<file path="src/core/timer2_defs.svh">
// Constants of the asynchronous timer block: register offsets, field
// positions, reset values and timing counts.
// Assumes inclusion by bare name from any design or bench file.
`ifndef TIMER2_DEFS_SVH
`define TIMER2_DEFS_SVH

// ----------------------------------------------------------------------
// Register byte offsets on the APB bus
// ----------------------------------------------------------------------
`define OFS_LIVE_COUNT 8'h00
`define OFS_COMPARE 8'h04
`define OFS_CONTROL 8'h08
`define OFS_ASYNC_STATUS 8'h0c
`define OFS_IRQ_FLAG 8'h10
`define OFS_IRQ_ENABLE 8'h14

// ----------------------------------------------------------------------
// Field positions
// ----------------------------------------------------------------------
`define CTL_CS_LSB 0
`define CTL_CS_MSB 2
`define CTL_CTC_BIT 3
`define CTL_COM_LSB 4
`define CTL_COM_MSB 5
`define AST_CTL_BUSY_BIT 0
`define AST_CMP_BUSY_BIT 1
`define AST_CNT_BUSY_BIT 2
`define AST_ASYNC_SEL_BIT 3
`define IRQ_OVF_BIT 0
`define IRQ_CMP_BIT 1

// ----------------------------------------------------------------------
// Reset values
// ----------------------------------------------------------------------
`define RST_BYTE 8'h00
`define RST_IRQ2 2'h0

// ----------------------------------------------------------------------
// Timing counts
// ----------------------------------------------------------------------
`define XFER_OSC_EDGES 2
`define FLAG_SYNC_PCLK 3
`define WAKE_STALL_CYCLES 3'h4

`endif

</file>
<file path="src/core/timer2_pkg.sv">
// Types shared by the asynchronous timer block.
// Assumes nothing of its surroundings.
package timer2_pkg;

    typedef enum logic [2:0] {
        WAKE_IDLE = 3'b001,
        WAKE_PEND = 3'b010,
        WAKE_DONE = 3'b100
    } wake_state_t;

    typedef enum logic [1:0] {
        COM_NONE = 2'h0,
        COM_TOGGLE = 2'h1,
        COM_CLEAR = 2'h2,
        COM_SET = 2'h3
    } com_mode_t;

endpackage

</file>
<file path="src/core/async_timer2_sync.sv">
// Second 8-bit timer with an optional asynchronous oscillator clock,
// per-register holding registers, update-busy flags, flag
// synchronisation, power-save wake-up and APB register access.
// Assumes an APB master on pclk and sleep levels from the core on pclk.
//
// The address map and the APB interface to the registers are this design's own decisions.
`include "timer2_defs.svh"

// Contract
// CPU writes to count/compare/control land in holding, copied after two osc edges.
// Each of the three registers has its own holding register.
// Software must not rewrite a register while its transfer is pending.
// Pending count or compare write suppresses compare matching.
// After wake, interrupt logic needs one osc cycle before it rearms.
// Software writes a register and waits busy clear before power-save.
// Software follows the ordered sequence when switching clock source.
// Switching clock source may corrupt count, compare and control.
// Async mode keeps the oscillator running except in power-down.
// Software waits one second after power-up before using async timer.
// Timer register contents are undefined after power-down wake.
// Wake-up begins on the timer clock cycle after the condition.
// After timer wake the CPU stalls four cycles before servicing.
// Async flag transfer takes three pclk cycles plus one osc cycle.
// Compare output is driven on timer ticks, not resynchronised.
// Async register write sets busy; transfer completion clears it.
// Async select clocks from the oscillator pin, else system clock.
// Count reads live value; compare and control read holding register.
module async_timer2_sync #(
    parameter int PRESCALE_W = 10
) (
    input wire logic pclk,
    input wire logic presetn,
    input wire logic psel,
    input wire logic penable,
    input wire logic pwrite,
    input wire logic [7:0] paddr,
    input wire logic [31:0] pwdata,
    output logic [31:0] prdata,
    output logic pready,
    output logic pslverr,
    input wire logic timer_osc_input,
    input wire logic power_save,
    input wire logic power_down,
    output logic osc_enable,
    output logic compare_out,
    output logic irq,
    output logic timer_wake,
    output logic cpu_stall
);

    // ------------------------------------------------------------------
    // Oscillator edge detection
    // ------------------------------------------------------------------
    logic osc_rise_raw;
    logic osc_rise;

    osc_edge_sync u_osc_sync (
        .pclk(pclk),
        .presetn(presetn),
        .async_in(timer_osc_input),
        .rise(osc_rise_raw)
    );

    // ------------------------------------------------------------------
    // State
    // ------------------------------------------------------------------
    logic async_clock_select_r;
    logic [7:0] timer_live_count_r;
    logic [7:0] hold_r [3];
    logic [7:0] dest_r [3];
    logic [2:0] busy_r;
    logic [2:0] edge_cnt_r;
    logic [1:0] irq_flag_r;
    logic [1:0] irq_en_r;
    logic [1:0] ev_pend_r;
    logic [1:0] ev_stage_r [`FLAG_SYNC_PCLK];
    logic [PRESCALE_W-1:0] pre_r;
    logic armed_r;
    logic [2:0] stall_cnt_r;
    timer2_pkg::wake_state_t wake_r;
    timer2_pkg::wake_state_t wake_nxt;
    logic pready_r;
    logic pslverr_r;
    logic [31:0] prdata_r;
    logic compare_out_r;
    logic irq_r;
    logic osc_enable_r;
    logic timer_wake_r;
    logic cpu_stall_r;

    // Index 0 control, 1 compare, 2 count: matches the busy bit order.
    localparam int IX_CTL = 0;
    localparam int IX_CMP = 1;
    localparam int IX_CNT = 2;

    // ------------------------------------------------------------------
    // Helper functions
    // ------------------------------------------------------------------
    function automatic logic presc_hit(input logic [2:0] cs,
                                       input logic [PRESCALE_W-1:0] pre);
        logic hit;
        hit = 1'b0;
        case (cs)
            3'h1: hit = 1'b1;
            3'h2: hit = (pre[2:0] == 3'h7);
            3'h3: hit = (pre[4:0] == 5'h1f);
            3'h4: hit = (pre[5:0] == 6'h3f);
            3'h5: hit = (pre[6:0] == 7'h7f);
            3'h6: hit = (pre[7:0] == 8'hff);
            3'h7: hit = (pre[9:0] == 10'h3ff);
            default: hit = 1'b0;
        endcase
        return hit;
    endfunction

    function automatic logic [31:0] byte_word(input logic [7:0] b);
        return {24'h000000, b};
    endfunction

    // ------------------------------------------------------------------
    // Bus decode
    // ------------------------------------------------------------------
    wire bus_take = psel & penable & pready_r;
    wire bus_wr = bus_take & pwrite;
    wire hit_cnt = (paddr == `OFS_LIVE_COUNT);
    wire hit_cmp = (paddr == `OFS_COMPARE);
    wire hit_ctl = (paddr == `OFS_CONTROL);
    wire hit_ast = (paddr == `OFS_ASYNC_STATUS);
    wire hit_flg = (paddr == `OFS_IRQ_FLAG);
    wire hit_ien = (paddr == `OFS_IRQ_ENABLE);
    wire mapped = hit_cnt | hit_cmp | hit_ctl | hit_ast | hit_flg | hit_ien;
    wire [2:0] reg_wr = {bus_wr & hit_cnt, bus_wr & hit_cmp,
                         bus_wr & hit_ctl};
    wire [7:0] wbyte = pwdata[7:0];

    // Changing the clock source aborts pending transfers; contents are
    // not guaranteed afterwards, so no attempt is made to keep them.
    wire as_change = bus_wr & hit_ast &
                     (pwdata[`AST_ASYNC_SEL_BIT] != async_clock_select_r);

    // ------------------------------------------------------------------
    // Timer clock
    // ------------------------------------------------------------------
    // Edges are ignored in power-down; nothing is rebuilt on wake.
    assign osc_rise = osc_rise_raw & ~power_down;
    wire src_tick = async_clock_select_r ? osc_rise : 1'b1;
    wire [2:0] cs = dest_r[IX_CTL][`CTL_CS_MSB:`CTL_CS_LSB];
    wire tick = src_tick & presc_hit(cs, pre_r);
    wire ctc = dest_r[IX_CTL][`CTL_CTC_BIT];
    wire [1:0] com = dest_r[IX_CTL][`CTL_COM_MSB:`CTL_COM_LSB];
    wire cmp_suppress = busy_r[IX_CNT] | busy_r[IX_CMP];
    wire [7:0] cnt_inc = timer_live_count_r + 8'h01;
    wire at_cmp = (timer_live_count_r == dest_r[IX_CMP]);
    wire [7:0] cnt_step = (ctc && at_cmp) ? 8'h00 : cnt_inc;
    wire ev_ovf = tick & (timer_live_count_r == 8'hff) & ~(ctc & at_cmp);
    wire ev_cmp = tick & ~cmp_suppress &
                  (cnt_step == dest_r[IX_CMP]) & ~(ctc & at_cmp);

    // Copy from holding register on the second oscillator edge.
    wire [2:0] xfer = busy_r & {3{osc_rise}} & edge_cnt_r;

    // ------------------------------------------------------------------
    // Holding registers and transfer
    // ------------------------------------------------------------------
    always_ff @(posedge pclk or negedge presetn) begin
        if (!presetn) begin
            for (int i = 0; i < 3; i++) begin
                hold_r[i] <= `RST_BYTE;
                dest_r[i] <= `RST_BYTE;
            end
            busy_r <= 3'h0;
            edge_cnt_r <= 3'h0;
        end else begin
            for (int i = 0; i < 3; i++) begin
                if (reg_wr[i]) begin
                    hold_r[i] <= wbyte;
                end
                if (reg_wr[i] && async_clock_select_r) begin
                    busy_r[i] <= 1'b1;
                    edge_cnt_r[i] <= 1'b0;
                end else if (as_change || xfer[i]) begin
                    busy_r[i] <= 1'b0;
                    edge_cnt_r[i] <= 1'b0;
                end else if (busy_r[i] && osc_rise) begin
                    edge_cnt_r[i] <= 1'b1;
                end
                if (reg_wr[i] && !async_clock_select_r) begin
                    dest_r[i] <= wbyte;
                end else if (xfer[i]) begin
                    dest_r[i] <= hold_r[i];
                end
            end
        end
    end

    // ------------------------------------------------------------------
    // Counter, prescaler and compare output
    // ------------------------------------------------------------------
    always_ff @(posedge pclk or negedge presetn) begin
        if (!presetn) begin
            timer_live_count_r <= `RST_BYTE;
            pre_r <= '0;
            compare_out_r <= 1'b0;
        end else begin
            if (src_tick) begin
                pre_r <= (cs == 3'h0) ? '0 : pre_r + 1'b1;
            end
            if (reg_wr[IX_CNT] && !async_clock_select_r) begin
                timer_live_count_r <= wbyte;
            end else if (xfer[IX_CNT]) begin
                timer_live_count_r <= hold_r[IX_CNT];
            end else if (tick) begin
                timer_live_count_r <= cnt_step;
            end
            // Driven on the timer tick itself, never through the flag
            // synchroniser, so the pin follows the timer clock.
            if (ev_cmp) begin
                case (timer2_pkg::com_mode_t'(com))
                    timer2_pkg::COM_TOGGLE: compare_out_r <= ~compare_out_r;
                    timer2_pkg::COM_CLEAR: compare_out_r <= 1'b0;
                    timer2_pkg::COM_SET: compare_out_r <= 1'b1;
                    default: compare_out_r <= compare_out_r;
                endcase
            end
        end
    end

    // ------------------------------------------------------------------
    // Flag synchronisation
    // ------------------------------------------------------------------
    // In async mode an event waits for the next oscillator edge, then
    // walks three pclk stages before it reaches the flag register.
    wire [1:0] ev_now = {ev_cmp, ev_ovf};
    wire [1:0] ev_launch = osc_rise ? ev_pend_r : 2'h0;
    wire [1:0] flag_set = async_clock_select_r ?
                          ev_stage_r[`FLAG_SYNC_PCLK-1] : ev_now;
    wire [1:0] flag_clr = (bus_wr & hit_flg) ? wbyte[1:0] : 2'h0;

    always_ff @(posedge pclk or negedge presetn) begin
        if (!presetn) begin
            ev_pend_r <= `RST_IRQ2;
            for (int s = 0; s < `FLAG_SYNC_PCLK; s++) begin
                ev_stage_r[s] <= `RST_IRQ2;
            end
            irq_flag_r <= `RST_IRQ2;
        end else begin
            if (!async_clock_select_r) begin
                ev_pend_r <= 2'h0;
            end else begin
                ev_pend_r <= (osc_rise ? 2'h0 : ev_pend_r) | ev_now;
            end
            ev_stage_r[0] <= async_clock_select_r ? ev_launch : 2'h0;
            for (int s = 1; s < `FLAG_SYNC_PCLK; s++) begin
                ev_stage_r[s] <= ev_stage_r[s-1];
            end
            // A set in the same cycle as a write-one clear wins.
            irq_flag_r <= (irq_flag_r & ~flag_clr) | flag_set;
        end
    end

    // ------------------------------------------------------------------
    // Power-save wake-up
    // ------------------------------------------------------------------
    wire wake_cond = |(ev_now & irq_en_r);

    always_comb begin
        wake_nxt = wake_r;
        case (wake_r)
            timer2_pkg::WAKE_IDLE: begin
                if (power_save && armed_r && wake_cond) begin
                    wake_nxt = timer2_pkg::WAKE_PEND;
                end
            end
            timer2_pkg::WAKE_PEND: begin
                if (!power_save) begin
                    wake_nxt = timer2_pkg::WAKE_IDLE;
                end else if (osc_rise) begin
                    wake_nxt = timer2_pkg::WAKE_DONE;
                end
            end
            timer2_pkg::WAKE_DONE: begin
                if (!power_save) begin
                    wake_nxt = timer2_pkg::WAKE_IDLE;
                end
            end
            default: wake_nxt = timer2_pkg::WAKE_IDLE;
        endcase
    end

    wire wake_start = (wake_r == timer2_pkg::WAKE_PEND) &&
                      (wake_nxt == timer2_pkg::WAKE_DONE);

    always_ff @(posedge pclk or negedge presetn) begin
        if (!presetn) begin
            wake_r <= timer2_pkg::WAKE_IDLE;
            armed_r <= 1'b1;
            stall_cnt_r <= 3'h0;
        end else begin
            wake_r <= wake_nxt;
            // Interrupt logic rearms only after one full oscillator edge.
            if (wake_start) begin
                armed_r <= 1'b0;
            end else if (osc_rise) begin
                armed_r <= 1'b1;
            end
            if (wake_start) begin
                stall_cnt_r <= `WAKE_STALL_CYCLES;
            end else if (stall_cnt_r != 3'h0) begin
                stall_cnt_r <= stall_cnt_r - 3'h1;
            end
        end
    end

    // ------------------------------------------------------------------
    // Software-visible control and APB slave
    // ------------------------------------------------------------------
    wire [7:0] ast_val = {4'h0, async_clock_select_r, busy_r[IX_CNT],
                          busy_r[IX_CMP], busy_r[IX_CTL]};
    wire [31:0] rd_mux =
        hit_cnt ? byte_word(timer_live_count_r) :
        hit_cmp ? byte_word(hold_r[IX_CMP]) :
        hit_ctl ? byte_word(hold_r[IX_CTL]) :
        hit_ast ? byte_word(ast_val) :
        hit_flg ? {30'h0, irq_flag_r} :
        hit_ien ? {30'h0, irq_en_r} : 32'h0;

    always_ff @(posedge pclk or negedge presetn) begin
        if (!presetn) begin
            async_clock_select_r <= 1'b0;
            irq_en_r <= `RST_IRQ2;
            pready_r <= 1'b0;
            pslverr_r <= 1'b0;
            prdata_r <= 32'h0;
        end else begin
            if (bus_wr && hit_ast) begin
                async_clock_select_r <= pwdata[`AST_ASYNC_SEL_BIT];
            end
            if (bus_wr && hit_ien) begin
                irq_en_r <= wbyte[1:0];
            end
            // One wait state: the answer comes one cycle into access.
            pready_r <= psel & penable & ~pready_r;
            pslverr_r <= psel & penable & ~pready_r & ~mapped;
            if (psel && penable && !pready_r && !pwrite) begin
                prdata_r <= rd_mux;
            end
        end
    end

    // ------------------------------------------------------------------
    // Registered outputs
    // ------------------------------------------------------------------
    always_ff @(posedge pclk or negedge presetn) begin
        if (!presetn) begin
            irq_r <= 1'b0;
            osc_enable_r <= 1'b0;
            timer_wake_r <= 1'b0;
            cpu_stall_r <= 1'b0;
        end else begin
            irq_r <= |(((irq_flag_r & ~flag_clr) | flag_set) & irq_en_r);
            osc_enable_r <= async_clock_select_r & ~power_down;
            timer_wake_r <= (wake_nxt == timer2_pkg::WAKE_DONE);
            cpu_stall_r <= wake_start || (stall_cnt_r > 3'h1);
        end
    end

    assign prdata = prdata_r;
    assign pready = pready_r;
    assign pslverr = pslverr_r;
    assign compare_out = compare_out_r;
    assign irq = irq_r;
    assign osc_enable = osc_enable_r;
    assign timer_wake = timer_wake_r;
    assign cpu_stall = cpu_stall_r;

endmodule // async_timer2_sync

</file>
<file path="src/core/osc_edge_sync.sv">
// Two-flop synchroniser for the timer oscillator input with rising-edge
// detection on the synchronised level.
// Assumes the input is asynchronous to pclk and much slower than it.
module osc_edge_sync (
    input wire logic pclk,
    input wire logic presetn,
    input wire logic async_in,
    output logic rise
);

    logic meta_r;
    logic sync_r;
    logic last_r;

    // The first flop feeds only the second; edges are found downstream.
    always_ff @(posedge pclk or negedge presetn) begin
        if (!presetn) begin
            meta_r <= 1'b0;
            sync_r <= 1'b0;
            last_r <= 1'b0;
        end else begin
            meta_r <= async_in;
            sync_r <= meta_r;
            last_r <= sync_r;
        end
    end

    assign rise = sync_r & ~last_r;

endmodule // osc_edge_sync

</file>
<file path="config.mk">
export PLATFORM = sky130hd
export DESIGN_NAME = async_timer2_sync
export DESIGN_NICKNAME = d
export VERILOG_FILES = /design/src/core/timer2_pkg.sv /design/src/core/async_timer2_sync.sv /design/src/core/osc_edge_sync.sv
export VERILOG_INCLUDE_DIRS = /design/src /design/src/core
export SDC_FILE = /design/constraint.sdc
export NUM_CORES = 1
export LEC_CHECK = 0
export BUFFER_PORTS_ARGS = -buffer_cell sky130_fd_sc_hd__buf_2
export CORE_AREA = 2 2 76 133
export CTS_BUF_LIST = sky130_fd_sc_hd__clkbuf_16
export DETAILED_ROUTE_END_ITERATION = 10
export DIE_AREA = 0 0 78 135
export PLACE_DENSITY = 0.8
export SETUP_SLACK_MARGIN = 0.15
export SLEW_MARGIN = 30
export SYNTH_ARGS = -nofsm -noshare
export SYNTH_HDL_FRONTEND = slang
export SYNTH_HIERARCHICAL = 1
export SYNTH_SLANG_ARGS = --single-unit
</file>
<file path="constraint.sdc">
create_clock -name pclk -period 2.8 [get_ports pclk]
set_input_delay 0.14 -clock pclk [delete_from_list [all_inputs] [get_ports pclk]]
set_output_delay 0.14 -clock pclk [all_outputs]
set_load 0.03 [all_outputs]
</file>
==> results by group, run 1 <==
Outcome
  – Outcome: finished clean

Clock tree
  – H-tree levels: 3
  – Root Buffer: clkbuf_16
  – Clk_lat worst skew: 0.34 ns
  – CTS tree: built
  – CTS buffer count: 9
  – Clock Path Buffers: 2
  – Clock-pin transition on the worst setup and hold timing paths: 0.07 ns
  – Clk sinks: 100

Place
  – HPWL after detailed placement: 9.84 mm
  – Final Wtd Congestion: 0.946
  – Dpl ws: 0.202 ns
  – Port bufs: 38

GRT
  – Number of global-route vias before repair: 4,321
  – Grt ovf: 0
  – Initial antenna violation count: 0
  – GRT Total Usage: 0.268
  – Global-route wire length before repair: 21.5 mm
  – Largest net degree at the start of global routing: 52

Layout
  – Fillcell total: 752
  – Area growth syn-to-layout: 15.0%
  – Ratio of cells with drive above 1 in the final layout: 0.218
  – Nets: 650
  – Diodes inserted: 0
  – Commonest cells after routing, fill and taps aside: dfrtp_1 (98), nand2_1 (80), o21ai_0 (40), buf_4 (38), buf_2 (37)
  – Most common cell after layout, fill and taps aside: dfrtp_1

Pwr
  – Max VDD drop: 0.599 mV
  – Power Density: 510 nW/µm²
  – Leak pwr: 0.00295 µW

Worst hold path
  – Min-Delay Endpoint: hold_r[22]
  – Hold Crit Class: primary input to flop
  – Worst min-delay path startpoint: pwdata[6]
  – WHS Path Cells: 3

Detailed routing
  – Post-Route WL: 13.4 mm
  – 1st-iter DRT viols: 341
  – Vias: 4,224
  – DR DRC count: 0
  – Vias/cell: 5.84
  – Average wire per standard cell: 18.5 µm
  – DRT antenna net count: 0
  – First-pass DRT Iterations: 4

Job
  – Max_cap viols: 0

STA
  – Slew @ Worst Pin: 0.648 ns
  – Final hold viol count: 0
  – Slew Limit Fails: 0
  – RSZ-0062 raised after global routing: no
  – # setup viols final: 0
  – Clock Skews: 0.00518 ns
  – Period Utilization, post-route: 0.934
  – F_max: 382 MHz
  – Setup TNS: 0 ns
  – Setup WS post-layout: 0.184 ns
  – Final Critical Period: 2.62 ns
  – Rel. slew slack: 0.567

Logic synthesis
  – Synth warn: 6
  – Distinct cells, synth: 69
  – Mean Syn Cell Area: 9.84 µm²
  – Syn Std Cell Area: 5260 µm²
  – Synthesized flop and latch total: 100
  – Ys async rst share: 1.00
  – Sequential area share after synthesis: 0.477
  – Top FF cell, synth: dfrtp_1
  – Post-synth EDFFs: 0
  – Cells after Synth: 534

Floorplanning
  – Chip Width: 78 µm
  – Core area: 9410 µm²
  – Starting Density: 0.559
  – Die ar.: 10,500 µm²
  – Die H: 135 µm
  – # IOs: 87
  – Row cnt: 47

Worst setup path
  – Startpoint types: flop
  – Crit path DAT: 2.88 ns
  – R2R Setup Slk: 0.18 ns
  – RR Endpoint: wake_r[0]
  – Reg2reg path depth: 7
  – Worst-path fanout max: 4
  – WP data required: 3.07 ns
  – Crit end category: flop
  – Worst r2r src: timer_live_count_r[1]
  – Crit path kind: flop to flop
synth_stat cells (3+ instances only):
cell | number | share of area
a211oi_1 | 4 | 0.0057
mux2i_1 | 20 | 0.038
xnor2_1 | 10 | 0.017
nor2b_1 | 6 | 0.0071
or3_1 | 5 | 0.0060
nor2_1 | 32 | 0.023
inv_1 | 11 | 0.0079
o31ai_1 | 7 | 0.010
xor2_1 | 10 | 0.017
nand2_1 | 80 | 0.057
a221o_1 | 4 | 0.0076
o21ai_1 | 4 | 0.0038
nor3_1 | 7 | 0.0067
dfrtp_1 | 98 | 0.47
nor3b_1 | 3 | 0.0043
nor4_1 | 4 | 0.0048
buf_4 | 25 | 0.036
mux2_2 | 18 | 0.039
a21oi_1 | 17 | 0.016
nand3_1 | 15 | 0.014
buf_1 | 3 | 0.0021
o22ai_1 | 3 | 0.0036
ha_1 | 6 | 0.014
clkbuf_1 | 16 | 0.011
o21ai_0 | 40 | 0.038
o211ai_1 | 3 | 0.0043
buf_2 | 7 | 0.0067
nand4_1 | 7 | 0.0083
and3_1 | 8 | 0.0095
a22o_1 | 3 | 0.0050
nand2b_1 | 6 | 0.0071
mux4_2 | 4 | 0.017
a211o_1 | 3 | 0.0050
a31oi_1 | 4 | 0.0048
sequential cells by signal, summed over array words and instances, names as in the netlist, 2 cells and up:
| signal | flops |
|---|---|
| com | 2 |
| irq_flag_r | 2 |
| stall_cnt_r | 3 |
| pre_r | 10 |
| ev_stage_r | 6 |
| timer_live_count_r | 8 |
| wake_r | 3 |
| busy_r | 3 |
| hold_r | 24 |
| ev_pend_r | 2 |
| irq_en_r | 2 |
| dest_r | 8 |
| edge_cnt_r | 3 |
| cs | 3 |
| prdata | 8 |
report_power, final:
group	switching [µW]	leakage [µW]	total (µW)	internal, µW
registers	27.4	0.00136	1510	1480
clock network	549	0.000147	1250	699
logic	212	0.00145	325	113
cells by family after synthesis:
group	share of synthesized area
xor+xnor	0.0378
flops	0.477
mux	0.0938
buf+inv	0.0645
compound gates	0.142
simple gates	0.170
other cells	0.000713
fa+ha+maj	0.0143
critical path: stages, from the launching register on:
cell      delay (ns)
dfrtp_1         0.45
xnor2_1         0.25
nand4_2         0.14
or3_4           0.41
or3_1           0.31
a2111o_1        0.52
o21a_1          0.26
o21ba_1         0.19
worst max path at each step:
| stage | endpoint | cells after the start | start |
|---|---|---|---|
| 6_report | wake_r[0] | 7 | timer_live_count_r[1] |
| 5_1_grt | wake_r[0] | 7 | timer_live_count_r[1] |
| 4_1_cts | wake_r[0] | 7 | timer_live_count_r[5] |
| 3_5_place_dp | wake_r[0] | 7 | timer_live_count_r[0] |
| 3_3_place_gp | wake_r[0] | 7 | timer_live_count_r[0] |
| 2_1_floorplan | wake_r[0] | 9 | pre_r[0] |
layout make-up:
type,instances,area (µm²),area share
clock buffers,9,225,0.0372
repair buffers,79,520,0.0861
multi-input cells,394,2520,0.418
clock inverters,7,73.8,0.0122
inverters,12,45.0,0.00745
well taps,122,153,0.0252
flip-flops and latches,100,2500,0.414
through the flow:
| stage | cell area (µm²) | std cells | power, µW | utilization | hold slack, ns |
|---|---|---|---|---|---|
| after floorplan | 5340 | 557 | 1760 | - | -0.156 |
| after global placement | 5660 | 699 | 1830 | 0.602 | 0.198 |
| after detailed placement | 5660 | 699 | 1850 | 0.602 | 0.206 |
| after CTS | 5980 | 717 | 3090 | 0.636 | 0.00571 |
| after global routing | 6050 | 723 | 3190 | 0.643 | 0.0523 |
| final | 6050 | 723 | 3080 | 0.643 | 0.0645 |
per-layer routing:
metal | wire [µm] | vias up | track usage
li1 | - | 1963 | -
met1 | 4750 | 2069 | 0.281
met2 | 7320 | 141 | 0.490
met3 | 452 | 51 | 0.0414
met4 | 853 | 0 | 0.171
met5 | 0 | - | 0
timing repair:
| action | 4_1_cts | 5_1_grt |
|---|---|---|
| hold buffers | 2 | 1 |
| setup endpoints to repair | 0 | 4 |
| resized for setup | 0 | 2 |
| endpoints found under the hold margin | 50 | 1 |
| setup buffers | 0 | 5 |
(Power assumes the default switching activity.)
==> run 2: changes to the inputs <==
--- a/config.mk
+++ b/config.mk
@@ -7,11 +7,12 @@
 export NUM_CORES = 1
 export LEC_CHECK = 0
 export BUFFER_PORTS_ARGS = -buffer_cell sky130_fd_sc_hd__buf_2
-export CORE_AREA = 2 2 76 133
+export CORE_AREA = 2 2 80 140
 export CTS_BUF_LIST = sky130_fd_sc_hd__clkbuf_16
 export DETAILED_ROUTE_END_ITERATION = 10
-export DIE_AREA = 0 0 78 135
-export PLACE_DENSITY = 0.8
+export DIE_AREA = 0 0 82 142
+export GPL_TIMING_DRIVEN = 0
+export PLACE_DENSITY = 0.83
 export SETUP_SLACK_MARGIN = 0.15
 export SLEW_MARGIN = 30
 export SYNTH_ARGS = -nofsm -noshare
==> constraint.sdc (replaced) <==
create_clock -name pclk -period 2.2 [get_ports pclk]
set_input_delay 0.11 -clock pclk [delete_from_list [all_inputs] [get_ports pclk]]
set_output_delay 0.11 -clock pclk [all_outputs]
set_load 0.03 [all_outputs]
==> results by group, run 2 (synthesized netlist as in run 1, its figures left out) <==
Detailed routing
  – DRT antenna net count: 0 (unchanged)
  – Average wire per standard cell: 19.2 µm (+3.5%)
  – First-pass DRT Iterations: 5 (+1)
  – Vias/cell: 5.75 (-1.5%)
  – Post-Route WL: 14.8 mm (+11%)
  – 1st-iter DRT viols: 351 (+2.9%)
  – Vias: 4,458 (+5.5%)
  – DR DRC count: 0 (unchanged)

Worst setup path
  – RR Endpoint: wake_r[0]
  – Crit path cell chain: buf_4 > xnor2_2 > nand4_2 > or3_4 > or3_1 > a2111o_1 > o21a_1 > o21ba_1
  – Startpoint types: flop
  – Crit path DAT: 2.85 ns (-0.03 ns)
  – R2R Setup Slk: -0.36 ns (-0.54 ns)
  – Crit path kind: flop to flop
  – Slowest-stage cell, CP: a2111o_1
  – Crit path largest cell delay: 0.51 ns (about the same)
  – Worst-path fanout max: 9 (+5)
  – WP data required: 2.50 ns (-0.57 ns)
  – Worst r2r src: timer_live_count_r[2]
  – Reg2reg path depth: 8 (+1)
  – Worst path top cell family by delay: compound AO/OA/AOI/OAI gates
  – WP buf/inv: 1 (+1)
  – Crit end category: flop

Floorplanning
  – Row cnt: 50 (+6.4%)
  – Chip Width: 82 µm (+5.1%)
  – Starting Density: 0.500 (-0.0585)
  – # IOs: 87 (unchanged)
  – Die ar.: 11,600 µm² (+11%)
  – Core area: 10,500 µm² (+12%)
  – Die H: 142 µm (+5.2%)

Worst hold path
  – Hold Crit Class: primary input to flop
  – WHS Path Cells: 3 (unchanged)
  – Min-Delay Endpoint: pready
  – Worst min-delay path startpoint: penable

Clock tree
  – Clock Path Buffers: 2 (unchanged)
  – Clk_lat worst skew: 0.36 ns (+0.02 ns)
  – CTS tree: built
  – Root Buffer: clkbuf_16
  – H-tree levels: 3 (unchanged)
  – Clk sinks: 100 (unchanged)
  – Clock-pin transition on the worst setup and hold timing paths: 0.08 ns (about the same)
  – CTS buffer count: 9 (unchanged)

Job
  – Max_cap viols: 0 (unchanged)

Layout
  – Biggest regs: hold_r (24), pre_r (10)
  – Diodes inserted: 0 (unchanged)
  – Most common cell after layout, fill and taps aside: dfrtp_1
  – Ratio of cells with drive above 1 in the final layout: 0.307 (+0.0890)
  – Post-Route Utilization: 0.637 (-0.00554)
  – Nets: 694 (+6.8%)
  – Largest Register: hold_r
  – Area growth syn-to-layout: 27.4%
  – Commonest cells after routing, fill and taps aside: dfrtp_1 (95), nand2_1 (80), buf_4 (56), buf_2 (37), o21ai_0 (32)
  – Finished Cell Area: 6700 µm² (+11%)
  – Max reg flops: 24 (unchanged)

STA
  – RSZ-0062 raised after global routing: yes
  – Slew Limit Fails: 0 (unchanged)
  – Slew @ Worst Pin: 0.957 ns (+0.309 ns)
  – # setup viols final: 13 (+13)
  – Setup TNS: -2.02 ns (-2.02 ns)
  – Setup WS post-layout: -0.356 ns (-0.540 ns)
  – Clock Skews: 0.00994 ns (+0.00476 ns)
  – Final hold viol count: 0 (unchanged)
  – Period Utilization, post-route: 1.16 (+0.228)
  – F_max: 391 MHz (+2.3%)
  – Final Critical Period: 2.56 ns (-0.0597 ns)
  – Rel. slew slack: 0.357 (-0.210)

GRT
  – Initial antenna violation count: 0 (unchanged)
  – Grt ovf: 0 (unchanged)
  – Largest net degree at the start of global routing: 75 (+44%)
  – Number of global-route vias before repair: 4,654 (+7.7%)
  – GRT Total Usage: 0.267 (-0.00138)
  – Global-route wire length before repair: 23.1 mm (+7.5%)

Pwr
  – Power Density: 610 nW/µm² (+20%)
  – Max VDD drop: 0.650 mV (+8.5%)
  – Total chip power: 4090 µW (+33%)
  – Leak pwr: 0.00319 µW (+8.1%)

Place
  – Port bufs: 36 (-5.3%)
  – HPWL after detailed placement: 10.0 mm (+1.8%)
  – Placed cell area: 5770 µm² (+1.9%)
  – Final Wtd Congestion: 0.904 (-4.4%)

Outcome
  – Outcome: finished with violations
  – Violated checks: negative setup slack
## run 2: cell types whose count changed in the layout (fill, tap and decap cells not counted), moves of 4 or more
cell / delta
clkbuf_2: +4
buf_6: +7
o21ai_0: -8
clkbuf_1: +7
inv_8: +4
buf_4: +18
o21ai_1: +8
## run 2: how the worst max path moves through the flow
| stage | to | depth (start not counted) | startpoint |
|---|---|---|---|
| floorplan | wake_r[0] | 8 | timer_live_count_r[7] |
| global placement | wake_r[0] | 9 | u_osc_sync/last_r |
| detailed placement | wake_r[0] | 9 | u_osc_sync/last_r |
| CTS | wake_r[0] | 8 | timer_live_count_r[7] |
| global route | wake_r[0] | 8 | timer_live_count_r[0] |
| finish | wake_r[0] | 8 | timer_live_count_r[2] |
## run 2: layout make-up
class | instances | area, µm²
timing repair buffer | 73 | 519
multi-input combinational | 394 | 2790
clock inverter | 7 | 90.1
sequential | 100 | 2510
fill | 800 | 3810
clock buffer | 9 | 225
buffer | 50 | 352
inverter | 12 | 46.3
tap | 130 | 163
## run 2: what timing repair did
item                                   in CTS  in global routing
hold buffers                                3                  0
endpoints found under the hold margin     102                  0
setup endpoints to repair                  50                 41
setup buffers                              24                  9
pin swaps                                  21                 18
gates resized for setup                    64                 18
## run 2: per-layer routing
layer / share of wire / vias up / GRT usage
li1: - / 2059 / -
met1: 0.34 / 2160 / 0.275
met2: 0.55 / 182 / 0.470
met3: 0.045 / 57 / 0.0514
met4: 0.065 / 0 / 0.180
met5: 0 / - / 0
## run 2: worst min-delay path, delay by kind of cell
family	cells	cell delay, ns
buffers and inverters	1	0.11
and+or+nand+nor	2	0.15
## run 2: through the flow
stage / worst slack, ns / cells / hold slack, ns
2_1_floorplan: -0.157 / 557 / -0.186
3_3_place_gp: -0.607 / 723 / 0.221
3_5_place_dp: -0.629 / 724 / -0.0114
4_1_cts: -0.327 / 767 / 0.0380
5_1_grt: -0.407 / 775 / 0.0483
6_report: -0.356 / 775 / 0.0494
## run 2: report_power, final
group,switching (µW),internal [µW],total (µW)
clock,791,915,1710
combinational,284,178,462
sequential,32.1,1890,1920
==> run 3: changes to the inputs <==
--- a/config.mk
+++ b/config.mk
@@ -12,7 +12,7 @@
 export DETAILED_ROUTE_END_ITERATION = 10
 export DIE_AREA = 0 0 82 142
 export GPL_TIMING_DRIVEN = 0
-export PLACE_DENSITY = 0.83
+export PLACE_DENSITY = 0.75
 export SETUP_SLACK_MARGIN = 0.15
 export SLEW_MARGIN = 30
 export SYNTH_ARGS = -nofsm -noshare
==> results by group, run 3 (synthesized netlist as in run 1, its figures left out) <==
Detailed routing
  – First-pass DRT Iterations: 5 (unchanged)
  – Average wire per standard cell: 18.3 µm (-4.7%)
  – 1st-iter DRT viols: 283 (-19%)
  – Post-Route WL: 13.9 mm (-6.1%)
  – DRT antenna net count: 0 (unchanged)
  – DR DRC count: 0 (unchanged)
  – Vias: 4,394 (-1.4%)
  – Vias/cell: 5.75 (about the same)

Clock tree
  – CTS buffer count: 9 (unchanged)
  – Clk sinks: 100 (unchanged)
  – Clock-pin transition on the worst setup and hold timing paths: 0.07 ns (about the same)
  – Root Buffer: clkbuf_16
  – Clock Path Buffers: 2 (unchanged)
  – H-tree levels: 3 (unchanged)
  – CTS tree: built
  – Clk_lat worst skew: 0.35 ns (about the same)

Layout
  – Ratio of cells with drive above 1 in the final layout: 0.279 (-0.0278)
  – Post-Route Utilization: 0.616 (-0.0210)
  – Area growth syn-to-layout: 23.2%
  – Nets: 683 (-1.6%)
  – Commonest cells after routing, fill and taps aside: dfrtp_1 (96), nand2_1 (80), buf_4 (46), buf_2 (41), o21ai_0 (37)
  – Diodes inserted: 0 (unchanged)
  – Max reg flops: 24 (unchanged)
  – Biggest regs: hold_r (24), pre_r (10)
  – Most common cell after layout, fill and taps aside: dfrtp_1
  – Largest Register: hold_r

Pwr
  – Power Density: 614 nW/µm² (+0.70%)
  – Max VDD drop: 0.551 mV (-15%)
  – Leak pwr: 0.00312 µW (-2.3%)

Place
  – Port bufs: 36 (unchanged)
  – Final Wtd Congestion: 0.922 (+2.0%)
  – Dpl ws: -0.620 ns (+0.00924 ns)
  – HPWL after detailed placement: 9.80 mm (-2.3%)

STA
  – Period Utilization, post-route: 1.23 (+0.0660)
  – Final Critical Period: 2.70 ns (+0.145 ns)
  – Slew @ Worst Pin: 0.937 ns (-0.0191 ns)
  – RSZ-0062 raised after global routing: yes
  – Rel. slew slack: 0.370 (+0.0128)
  – # setup viols final: 13 (unchanged)
  – Setup TNS: -3.34 ns (-1.32 ns)
  – Final hold viol count: 0 (unchanged)
  – F_max: 370 MHz (-5.4%)
  – Setup WS post-layout: -0.502 ns (-0.145 ns)
  – Slew Limit Fails: 0 (unchanged)
  – Clock Skews: 0.00849 ns (-0.00146 ns)

Worst setup path
  – Startpoint types: flop
  – Reg2reg path depth: 8 (unchanged)
  – Worst r2r src: timer_live_count_r[0]
  – Crit path kind: flop to flop
  – Crit path DAT: 2.98 ns (+0.13 ns)
  – RR Endpoint: wake_r[0]
  – Crit end category: flop
  – Worst-path fanout max: 8 (-1)
  – R2R Setup Slk: -0.50 ns (-0.15 ns)
  – WP data required: 2.48 ns (-0.02 ns)

Floorplanning
  – Starting Density: 0.500 (unchanged)
  – Row cnt: 50 (unchanged)
  – # IOs: 87 (unchanged)
  – Chip Width: 82 µm (unchanged)
  – Die H: 142 µm (unchanged)
  – Die ar.: 11,600 µm² (unchanged)
  – Core area: 10,500 µm² (unchanged)

GRT
  – Grt ovf: 0 (unchanged)
  – Number of global-route vias before repair: 4,371 (-6.1%)
  – Global-route wire length before repair: 21.8 mm (-5.8%)
  – Initial antenna violation count: 0 (unchanged)
  – GRT Total Usage: 0.250 (-0.0166)
  – Largest net degree at the start of global routing: 75 (unchanged)

Worst hold path
  – Worst min-delay path startpoint: penable
  – WHS Path Cells: 3 (unchanged)
  – Min-Delay Endpoint: pready
  – Hold Crit Class: primary input to flop

Outcome
  – Outcome: finished with violations
  – Violated checks: negative setup slack

Job
  – Max_cap viols: 0 (unchanged)
run 3: cell types whose count changed in the layout (fill, tap and decap cells not counted), sizes merged:
cell,change
buf,-11
clkinv,+2
clkinvlp,-2
run 3: cell type report:
type                            count  area [µm²]
Fill cell                         855        4030
Multi-Input combinational cell    394        2720
Sequential cell                   100        2510
Timing Repair Buffer               61         409
Buffer                             51         332
Clock buffer                        9         225
Tap cell                          130         163
Clock inverter                      7        72.6
Inverter                           12        46.3
run 3: worst max path at each step:
stage | start | cells past startpoint | slack [ns] | endpoint
2_1_floorplan | timer_live_count_r[7] | 8 | -0.16 | wake_r[0]
3_3_place_gp | u_osc_sync/last_r | 9 | -0.55 | wake_r[0]
3_5_place_dp | u_osc_sync/last_r | 9 | -0.62 | wake_r[0]
4_1_cts | timer_live_count_r[7] | 8 | -0.42 | wake_r[0]
5_1_grt | timer_live_count_r[0] | 8 | -0.55 | wake_r[0]
6_report | timer_live_count_r[0] | 8 | -0.50 | wake_r[0]
run 3: critical path: stages, from the launching register on:
cell and delay, ns:
dfrtp_2 0.49, ha_2 0.31, nand3_1 0.17, xor2_2 0.27
o22ai_1 0.14, a211o_1 0.29, a2111o_1 0.54, o21a_1 0.25
o21ba_1 0.18
run 3: report_power, final:
part | switching [µW] | leakage, µW | total, µW | internal, µW
combinational | 279 | 0.00161 | 452 | 172
clock | 713 | 0.000153 | 1600 | 890
sequential | 37.3 | 0.00136 | 1920 | 1890
total | 1030 | 0.00312 | 3980 | 2950
run 3: what timing repair did:
item | in CTS | in global routing
setup buffers | 11 | 10
setup endpoints to repair | 51 | 43
hold buffers | 3 | 0
endpoints found under the hold margin | 53 | 0
gates resized for setup | 36 | 18
pin swaps | 6 | 9
run 3: through the flow:
stage	instances	hold WS [ns]	power [µW]	area, µm²
global route	764	0.0504	4130	6480
global placement	723	0.221	2350	5740
floorplan	557	-0.186	2240	5390
finish	764	0.0346	3980	6480
detailed placement	724	-0.00273	2390	5770
CTS	754	0.0256	3990	6330
run 3: per-layer routing:
metal / GRT usage / vias up / share of wire
li1: - / 2044 / -
met1: 0.281 / 2147 / 0.36
met2: 0.425 / 152 / 0.54
met3: 0.0381 / 51 / 0.038
met4: 0.168 / 0 / 0.063
met5: 0 / - / 0
